$ cat src/pkg/sadc_pkg.sv
// sadc_pkg: constants shared by the serial converter control block
// assumes a single 20 MHz clock mclk; the serial clock is a sampled pin
//
// Overview of operation
// RQ1: serial output changes only on falling edges
// RQ2: data output floats while chip select high
// RQ3: data input sampled on rising edges
// RQ4: input bits ignored unless chip select low
// RQ5: internal mode: strobe low during conversion
// RQ6: external mode: strobe high two periods before msb
// RQ7: strobe floats with chip select high, external only
// RQ8: external mode: serial clock paces conversion steps
// RQ9: power input: low shutdown, float on, high refoff
// RQ10: single-ended: positive channel, negative common return
// RQ11: differential: adjacent pairs only, either polarity
// RQ12: acquisition two cycles, ends after last bit
// RQ13: tracking starts falling edge after sixth bit
// RQ14: hold starts falling edge after eighth bit
// RQ15: hold cap to negative node during conversion
// RQ16: result is eight-bit successive approximation code
// RQ17: control byte starts at first one, msb first
// RQ18: control lsb one selects external clock
// RQ19: control bit two one selects single-ended
// RQ20: result shifted out msb first on falls
package sadc_pkg;
    localparam int unsigned CTRL_W        = 8;
    localparam int unsigned RES_W         = 8;
    localparam int unsigned BIT_CLK_SRC   = 0;
    localparam int unsigned BIT_PWR_MODE  = 1;
    localparam int unsigned BIT_CFG       = 2;
    localparam int unsigned BIT_POL       = 3;
    localparam int unsigned BIT_SEL_LO    = 4;
    localparam int unsigned BIT_SEL_HI    = 6;
    localparam logic [3:0]  TRACK_AT_BIT  = 4'h6;
    localparam logic [3:0]  LAST_BIT      = 4'h8;
    // internal conversion clock: one step every INT_STEP_NS
    localparam int unsigned MCLK_NS       = 50;
    localparam int unsigned INT_STEP_NS   = 1000;
    localparam int unsigned INT_STEP_CYC  = (INT_STEP_NS + MCLK_NS - 1) / MCLK_NS;
    localparam logic [4:0]  INT_STEP_LAST = 5'(INT_STEP_CYC - 1);
    // power state codes on the two-bit power pin reading
    localparam logic [1:0]  PWR_LOW       = 2'h0;
    localparam logic [1:0]  PWR_FLOAT     = 2'h1;
    localparam logic [1:0]  PWR_HIGH      = 2'h2;
    typedef enum logic [4:0] {
        SADC_IDLE  = 5'h01,
        SADC_CTRL  = 5'h02,
        SADC_CONV  = 5'h04,
        SADC_STRB  = 5'h08,
        SADC_SHIFT = 5'h10
    } sadc_state_t;
endpackage : sadc_pkg

$ cat src/hdl/sadc_sync.sv
// sadc_sync: two-flop synchroniser for one pin level
// assumes the pin is asynchronous to mclk
`timescale 1ns/1ps
`default_nettype none
module sadc_sync #(
    parameter logic RST_VAL = 1'b0
) (
    input  wire logic mclk,
    input  wire logic rst_b,
    input  wire logic pin,
    output logic      level
);
    logic meta_q;
    // first flop feeds only the second
    always_ff @(posedge mclk or negedge rst_b) begin
        if (!rst_b) begin
            meta_q <= RST_VAL;
            level  <= RST_VAL;
        end else begin
            meta_q <= pin;
            level  <= meta_q;
        end
    end
endmodule : sadc_sync
`default_nettype wire

$ cat src/hdl/sadc_sar.sv
// sadc_sar: eight-bit successive approximation register
// assumes one step pulse per trial and a comparator answer per step
`timescale 1ns/1ps
`default_nettype none
module sadc_sar (
    input  wire logic                      mclk,
    input  wire logic                      rst_b,
    input  wire logic                      start,
    input  wire logic                      step,
    input  wire logic                      comp_hi,
    output logic [sadc_pkg::RES_W-1:0]     trial,
    output logic [sadc_pkg::RES_W-1:0]     result,
    output logic                           done
);
    logic [sadc_pkg::RES_W-1:0] trial_q, trial_d, mask_q, mask_d, res_q, res_d;
    logic                       done_q, done_d;
    assign trial  = trial_q;
    assign result = res_q;
    assign done   = done_q;
    // one trial bit per step, msb first; keep bit if input above trial
    always_comb begin
        trial_d = trial_q;
        mask_d  = mask_q;
        res_d   = res_q;
        done_d  = 1'b0;
        if (start) begin
            mask_d  = 8'h80;
            trial_d = 8'h80;
        end else if (step && mask_q != 8'h00) begin  // see RQ16
            res_d  = comp_hi ? trial_q : (trial_q & ~mask_q);
            mask_d = mask_q >> 1;
            trial_d = res_d | (mask_q >> 1);
            done_d = (mask_q == 8'h01);
        end
    end
    always_ff @(posedge mclk or negedge rst_b) begin
        if (!rst_b) begin
            trial_q <= 8'h00;
            mask_q  <= 8'h00;
            res_q   <= 8'h00;
            done_q  <= 1'b0;
        end else begin
            trial_q <= trial_d;
            mask_q  <= mask_d;
            res_q   <= res_d;
            done_q  <= done_d;
        end
    end
endmodule : sadc_sar
`default_nettype wire

$ cat src/hdl/sadc_ctrl.sv
// sadc_ctrl: serial port, track/hold sequencing and mux control
// assumes cs_b, sclk, din are pins sampled on mclk; comp_hi from the comparator
`timescale 1ns/1ps
`default_nettype none
module sadc_ctrl (
    input  wire logic       mclk,
    input  wire logic       rst_b,
    input  wire logic       cs_b,
    input  wire logic       sclk,
    input  wire logic       din,
    input  wire logic [1:0] three_level_power_input,
    input  wire logic       comp_hi,
    output logic            dout,
    output logic            dout_oe,
    output logic            conversion_strobe,
    output logic            conversion_strobe_oe,
    output logic [7:0]      pos_node_sel,
    output logic [7:0]      neg_node_sel,
    output logic            neg_is_common,
    output logic            track,
    output logic            hold_cap_to_neg,
    output logic [7:0]      dac_code,
    output logic            polarity_unipolar,
    output logic            device_on,
    output logic            reference_on
);
    logic cs_s, sclk_s, din_s;
    sadc_sync #(.RST_VAL(1'b1)) u_cs   (.mclk(mclk), .rst_b(rst_b), .pin(cs_b), .level(cs_s));
    sadc_sync #(.RST_VAL(1'b0)) u_sclk (.mclk(mclk), .rst_b(rst_b), .pin(sclk), .level(sclk_s));
    sadc_sync #(.RST_VAL(1'b0)) u_din  (.mclk(mclk), .rst_b(rst_b), .pin(din), .level(din_s));
    logic [1:0] pwr_s;
    // power pin is a pin as well; reset values read as floating so outputs do not blink
    sadc_sync #(.RST_VAL(1'b1)) u_pwr0 (.mclk(mclk), .rst_b(rst_b),
        .pin(three_level_power_input[0]), .level(pwr_s[0]));
    sadc_sync #(.RST_VAL(1'b0)) u_pwr1 (.mclk(mclk), .rst_b(rst_b),
        .pin(three_level_power_input[1]), .level(pwr_s[1]));

    logic sclk_prev_q;
    logic rise, fall;
    assign rise = sclk_s & ~sclk_prev_q;
    assign fall = ~sclk_s & sclk_prev_q;
    always_ff @(posedge mclk or negedge rst_b) begin
        if (!rst_b) sclk_prev_q <= 1'b0;
        else        sclk_prev_q <= sclk_s;
    end

    sadc_pkg::sadc_state_t  st_q, st_d;
    logic [7:0]  ctrl_q, ctrl_d;
    logic [3:0]  cnt_q, cnt_d;       // control bits received
    logic [3:0]  bit_q, bit_d;       // strobe/shift counter
    logic [4:0]  div_q, div_d;
    logic        ext_q, ext_d;
    logic        trk_q, trk_d, hold_q, hold_d, neg_q, neg_d;
    logic        dout_q, dout_d, strb_q, strb_d;
    logic [7:0]  sh_q, sh_d;
    logic        sar_start, sar_step, sar_done;
    logic [7:0]  sar_trial, sar_res;
    logic [7:0]  pos_q, pos_d, negs_q, negs_d;
    logic        negcom_q, negcom_d, uni_q, uni_d;
    logic        on_q, on_d, ref_q, ref_d, oe_q, soe_q;
    logic [7:0]  trial_q;

    sadc_sar u_sar (
        .mclk   (mclk),
        .rst_b  (rst_b),
        .start  (sar_start),
        .step   (sar_step),
        .comp_hi(comp_hi),
        .trial  (sar_trial),
        .result (sar_res),
        .done   (sar_done)
    );

    // control byte capture, acquisition, conversion and result shift
    always_comb begin
        st_d = st_q; ctrl_d = ctrl_q; cnt_d = cnt_q; bit_d = bit_q;
        div_d = div_q; ext_d = ext_q; trk_d = trk_q; hold_d = hold_q;
        neg_d = neg_q; dout_d = dout_q; strb_d = strb_q; sh_d = sh_q;
        sar_start = 1'b0; sar_step = 1'b0;
        case (st_q)
            sadc_pkg::SADC_IDLE: begin
                // leading zeros are ignored until the start bit
                if (!cs_s && rise && din_s) begin          // see RQ3 see RQ4 see RQ17
                    ctrl_d = 8'h01;
                    cnt_d  = 4'h1;
                    st_d   = sadc_pkg::SADC_CTRL;
                end
            end
            sadc_pkg::SADC_CTRL: begin
                if (cs_s) begin                              // see RQ4
                    trk_d = 1'b0;                            // abort must not leave tracking on
                    st_d = sadc_pkg::SADC_IDLE;
                end else if (rise) begin                     // see RQ3
                    ctrl_d = {ctrl_q[6:0], din_s};
                    cnt_d  = cnt_q + 4'h1;
                end else if (fall && cnt_q == sadc_pkg::TRACK_AT_BIT) begin
                    trk_d  = 1'b1;                           // see RQ13 see RQ12
                    hold_d = 1'b0;
                end else if (fall && cnt_q == sadc_pkg::LAST_BIT) begin
                    trk_d  = 1'b0;                           // see RQ14 see RQ12
                    hold_d = 1'b1;
                    neg_d  = 1'b1;                           // see RQ15
                    ext_d  = ctrl_q[sadc_pkg::BIT_CLK_SRC];  // see RQ18
                    sar_start = 1'b1;
                    div_d  = 5'h00;
                    // strobe low in both modes, so the external pulse rises from low
                    strb_d = 1'b0;                           // see RQ5 see RQ6
                    st_d   = sadc_pkg::SADC_CONV;
                end
            end
            sadc_pkg::SADC_CONV: begin
                // external mode steps on serial falls, internal on the divider
                if (ext_q) begin
                    sar_step = fall;                         // see RQ8
                end else begin
                    div_d    = (div_q == sadc_pkg::INT_STEP_LAST) ? 5'h00 : div_q + 5'h01;
                    sar_step = (div_q == sadc_pkg::INT_STEP_LAST);
                end
                if (sar_done) begin
                    neg_d  = 1'b0;                           // see RQ15
                    hold_d = 1'b0;
                    trk_d  = 1'b1;
                    sh_d   = sar_res;
                    bit_d  = 4'h0;
                    if (ext_q) begin
                        strb_d = 1'b1;                       // see RQ6
                        st_d   = sadc_pkg::SADC_STRB;
                    end else begin
                        strb_d = 1'b1;                       // see RQ5
                        st_d   = sadc_pkg::SADC_SHIFT;
                    end
                end
            end
            sadc_pkg::SADC_STRB: begin
                // strobe stands for two serial periods
                if (fall) begin
                    bit_d = bit_q + 4'h1;
                    if (bit_q == 4'h1) begin
                        strb_d = 1'b0;                       // see RQ6
                        dout_d = sh_q[7];                    // see RQ20 see RQ1
                        sh_d   = {sh_q[6:0], 1'b0};
                        bit_d  = 4'h1;
                        st_d   = sadc_pkg::SADC_SHIFT;
                    end
                end
            end
            sadc_pkg::SADC_SHIFT: begin
                if (fall) begin                              // see RQ1 see RQ20
                    dout_d = sh_q[7];
                    sh_d   = {sh_q[6:0], 1'b0};
                    bit_d  = bit_q + 4'h1;
                    if (bit_q == 4'h8) begin
                        dout_d = 1'b0;
                        trk_d  = 1'b0;
                        st_d   = sadc_pkg::SADC_IDLE;
                    end
                end
                if (cs_s) begin
                    trk_d = 1'b0;
                    st_d  = sadc_pkg::SADC_IDLE;
                end
            end
            default: st_d = sadc_pkg::SADC_IDLE;
        endcase
    end

    // multiplexer decode from the captured control byte, power decode from the synchronised power pin
    always_comb begin
        pos_d = 8'h00;
        negs_d = 8'h00;
        uni_d = ctrl_q[sadc_pkg::BIT_POL];
        // channel index is {mid, lo, hi} select bits; hi picks the pair member
        if (ctrl_q[sadc_pkg::BIT_CFG]) begin                 // see RQ19 see RQ10
            pos_d    = 8'h01 << {ctrl_q[5], ctrl_q[4], ctrl_q[6]};
            negcom_d = 1'b1;
        end else begin                                       // see RQ11
            negcom_d = 1'b0;
            pos_d  = 8'h01 << {ctrl_q[5], ctrl_q[4], ctrl_q[6]};
            negs_d = 8'h01 << {ctrl_q[5], ctrl_q[4], ~ctrl_q[6]};
        end
        on_d  = (pwr_s != sadc_pkg::PWR_LOW);                // see RQ9
        ref_d = (pwr_s == sadc_pkg::PWR_FLOAT);              // see RQ9
    end

    always_ff @(posedge mclk or negedge rst_b) begin
        if (!rst_b) begin
            st_q <= sadc_pkg::SADC_IDLE;
            ctrl_q <= 8'h00; cnt_q <= 4'h0; bit_q <= 4'h0; div_q <= 5'h00;
            ext_q <= 1'b0; trk_q <= 1'b0; hold_q <= 1'b0; neg_q <= 1'b0;
            dout_q <= 1'b0; strb_q <= 1'b1; sh_q <= 8'h00;
            pos_q <= 8'h00; negs_q <= 8'h00; negcom_q <= 1'b1; uni_q <= 1'b1;
            on_q <= 1'b1; ref_q <= 1'b1; oe_q <= 1'b0; soe_q <= 1'b1;
            trial_q <= 8'h00;
        end else begin
            st_q <= st_d;
            ctrl_q <= ctrl_d; cnt_q <= cnt_d; bit_q <= bit_d; div_q <= div_d;
            ext_q <= ext_d; trk_q <= trk_d; hold_q <= hold_d; neg_q <= neg_d;
            dout_q <= dout_d; strb_q <= strb_d; sh_q <= sh_d;
            pos_q <= pos_d; negs_q <= negs_d; negcom_q <= negcom_d; uni_q <= uni_d;
            on_q <= on_d; ref_q <= ref_d;
            oe_q  <= ~cs_s;                                  // see RQ2
            soe_q <= ~(cs_s & ext_d);                        // see RQ7
            trial_q <= sar_trial;
        end
    end

    assign dout                 = dout_q;
    assign dout_oe              = oe_q;
    assign conversion_strobe    = strb_q;
    assign conversion_strobe_oe = soe_q;
    assign pos_node_sel         = pos_q;
    assign neg_node_sel         = negs_q;
    assign neg_is_common        = negcom_q;
    assign track                = trk_q;
    assign hold_cap_to_neg      = neg_q;
    assign dac_code             = trial_q;
    assign polarity_unipolar    = uni_q;
    assign device_on            = on_q;
    assign reference_on         = ref_q;
endmodule : sadc_ctrl
`default_nettype wire

$ cat config.mk
export PLATFORM = sky130hd
export DESIGN_NAME = sadc_ctrl
export DESIGN_NICKNAME = d
export VERILOG_FILES = /design/src/pkg/sadc_pkg.sv /design/src/hdl/sadc_sync.sv /design/src/hdl/sadc_sar.sv /design/src/hdl/sadc_ctrl.sv
export SDC_FILE = /design/constraint.sdc
export NUM_CORES = 1
export LEC_CHECK = 0
export BUFFER_PORTS_ARGS = -buffer_cell sky130_fd_sc_hd__buf_2
export CAP_MARGIN = 20
export CORE_ASPECT_RATIO = 0.7
export CORE_MARGIN = 2
export CORE_UTILIZATION = 50
export CTS_CLUSTER_SIZE = 30
export DETAILED_ROUTE_END_ITERATION = 12
export GPL_TIMING_DRIVEN = 0
export HOLD_SLACK_MARGIN = 0.1
export PLACE_DENSITY = 0.69
export SYNTH_ARGS = -nofsm -noshare
export SYNTH_HDL_FRONTEND = slang
export SYNTH_HIERARCHICAL = 1
export SYNTH_SLANG_ARGS = --single-unit
$ cat constraint.sdc
create_clock -name mclk -period 3.12 [get_ports mclk]
set_clock_uncertainty 0.2 [all_clocks]
set_input_delay 0.312 -clock mclk [delete_from_list [all_inputs] [get_ports mclk]]
set_output_delay 0.312 -clock mclk [all_outputs]
set_load 0.01 [all_outputs]
==> results by group <==
Synthesis
  – Netlist cell types: 58
  – Syn Area/Cell: 10.6 um2
  – Synth area leaders: dfrtp_1, dfstp_2, o21ai_0, nand2_1, mux2i_1
  – Post-synth top area share: around 53%
  – Post-synth EDFFs: 0
  – Post-synth top area cell: dfrtp_1
  – Synthesized instance count: roughly 400
  – FFs w/ async S/R, synth: 100%
  – Ys Warns: 6
  – Seq cells post-synth: roughly 100
  – Predominant post-synthesis flop cell: dfrtp_1
  – Post-synthesis sequential area ratio: 59.8%
  – Syn_nets: approximately 430
  – Mapped Area: between 4000 and 5000 um2

Place
  – Port Buf Inserts: around 40
  – Routability cong.: ~0.84
  – DP HPWL: 5.95 mm

Floorplanning
  – Die height: roughly 80 um
  – I/O pin count: 42
  – Chip Width: between 100 and 150 um
  – Core area: 8480 um2
  – Initial Util: approximately 52%
  – Die area: 9520 um2
  – Rows: 28

STA
  – Slew @ Worst Pin: 0.781 ns
  – Setup TNS: 0 ns
  – Fmax achieved: 352 MHz
  – Fin crit share: approximately 90%
  – Min Tclk post-route: around 2.8 ns
  – Max_slew headroom: 48.0%
  – RSZ-0062 raised after global routing: no
  – Fin. max-slew vios: 0
  – Fin. Hold Viols: 0
  – Final setup vio count: 0

Clocking
  – CTS tree: done
  – Post-CTS Hold Fix Bufs: 7
  – Cts repair resizes: 0
  – CTS max path bufs: 2
  – Inserted Clock Buffers: 9
  – Sink Count: around 100
  – H-tree levels: 3
  – Post-CTS setup buffer count: 0
  – Clk Latency, worst-skew pair: 0.35 ns
  – Clock edge transition at the registers on the reported setup and hold paths: roughly 0.070 ns
  – Root buf cell: clkbuf_16

Layout
  – Footprint of the multi-input gates: between 1500 and 2000 um2
  – Layout cells sized above 1: a little under a fifth
  – Fin util: 60.2%
  – Reg area: between 2000 and 3000 um2
  – Number of filler cells placed in the layout: 742
  – Nets@finish: 486
  – Synth-to-Final Area Change: 16.6%
  – Antenna diode count: 0

Setup path
  – Arr. time, crit path: approximately 2.9 ns
  – CP Class: register to register
  – CP Capture Type: register
  – Critical path required time: between 3 and 4 ns
  – Startpoint class of the critical path: register
  – Critical Path Fanout Max: 9

Power and ir drop
  – Maximum vdd drop: 0.265 mV
  – PD cells: a little over 500 nW/um2
  – LEAKAGE: approximately 2.4 nW

Detailed routing
  – DR vias/cell: 5.26
  – Post-DRT Antenna Nets: 0
  – Post-route DRC violation count: 0
  – Final wirelength: about 8.4 mm
  – Total number of vias: about 3100
  – Drt pass-1 iters: 4
  – DR WL/cell: 14.1 um
  – Drt first-iter violations: roughly 200

Global routing
  – Total GRT Usage: 19.3%
  – First-pass GRT wire length: 14.0 mm
  – Global route overflow: 0
  – Initial antenna violation count: 0
  – Number of global-route vias before repair: ~2800
  – Pin count of the biggest net entering global routing: between 60 and 70

Min path
  – HP Class: register to register

Flow run
  – Max-cap violation count: 0

Outcome
  – Run status: finished clean
==> layout by cell type (no fill, tap or decap), types with 4 or more instances in the layout <==
cell / instances
a21oi_1: 17
buf_2: 46
clkbuf_1: 4
clkbuf_16: 9
dfrtp_1: 93
dfstp_2: 11
dlygate4sd3_1: 7
ha_1: 7
inv_1: 31
mux2i_1: 17
nand2_1: 57
nand2b_1: 5
nand3_1: 16
nand4_1: 4
nor2_1: 23
nor2b_1: 4
nor3_1: 12
o21ai_0: 46
o31ai_1: 5
==> path summary, 6_finish.rpt <==
kind | startpoint | end | slack [ns] | cells after the start
setup / recovery | cnt_q[0] | u_sar/result[7] | 0.28 | 10
hold / removal | u_din/meta_q | u_din/level | 0.15 | 0
setup reg to reg | cnt_q[0] | u_sar/result[7] | 0.28 | 10
hold reg to reg | u_din/meta_q | u_din/level | 0.15 | 0
max in group asynchronous | rst_b | u_pwr0/level | 1.59 | 3
min in group asynchronous | rst_b | dac_code[6] | 0.39 | 2
==> stage by stage <==
stage          setup slack [ns]  power [mW]  hold slack, ns  instances  area [um2]
3_5_place_dp              0.323        1.60           0.136        573        4750
4_1_cts                   0.297        2.67           0.151        596        5100
6_report                  0.279        2.65           0.149        596        5100
3_3_place_gp              0.327        1.60           0.137        572        4730
5_1_grt                   0.125        2.75           0.152        596        5100
2_1_floorplan             0.600        1.54          -0.184        411        4370
==> state kept, by name, indices dropped and copies added (netlist names), 7 cells and up <==
signal / count
u_sar/result: 8
pos_node_sel: 8
u_sar/trial: 8
neg_node_sel: 8
sh_q: 8
u_sar/mask_q: 8
ctrl_q: 7
dac_code: 8
==> logic make-up (layout without fill, tap and decap cells) <==
family | after synthesis | after routing | share of synthesized area (%)
AOI/OAI and AO/OA | 92 | 92 | 12.4
adders and majority gates | 7 | 7 | 2.00
muxes | 19 | 19 | 4.49
DFF | 104 | 104 | 59.8
xor gates and xnor gates | 3 | 3 | 0.601
buffers and inverters | 44 | 109 | 4.29
and+or+nand+nor | 142 | 142 | 16.4
==> metal layers <==
metal	track usage (%)	part of all wire (%)
met2	26.3	41
met3	6.06	5.6
met1	29.9	53
met4	4.29	0.71
met5	0	0
==> synth_stat cells, types with 2 or more instances <==
master and count:
a21boi_0 3, a21o_1 3, a21oi_1 17, a31oi_1 2, buf_2 6, buf_6 2, clkbuf_1 4, dfrtp_1 93
dfstp_2 11, ha_1 7, inv_1 31, mux2i_1 17, nand2_1 57, nand2b_1 5, nand3_1 16, nand4_1 4
nand4b_1 3, nor2_1 23, nor2b_1 4, nor3_1 12, o21ai_0 46, o21ai_1 2, o22ai_1 2, o31ai_1 5
or4_1 2, xnor2_1 2
==> cell type report <==
cell class / instances / area share, %
Buffer: 13 / 1.40
Clock buffer: 9 / 4.42
Clock inverter: 7 / 1.05
Inverter: 31 / 2.28
Multi-Input combinational cell: 263 / 30.8
Sequential cell: 104 / 51.3
Tap cell: 120 / 2.94
Timing Repair Buffer: 49 / 5.84
==> critical path, stage by stage (launching register included) <==
cell and delay, ns:
dfrtp_1 0.43, inv_1 0.10, ha_1 0.20, nand3b_4 0.11
or3_1 0.39, or2_1 0.27, inv_1 0.07, clkbuf_1 0.35
a311oi_1 0.13, buf_6 0.18, mux2_4 0.29
==> power breakdown <==
group	switching, mW	total, mW	leakage (nW)	internal, mW
Combinational	0.102	0.165	0.973	0.0629
Clock	0.511	1.06	0.129	0.548
Sequential	0.0356	1.42	1.26	1.39
Total	0.649	2.65	2.36	2.00
No activity file was read; power rests on OpenSTA's default activity.
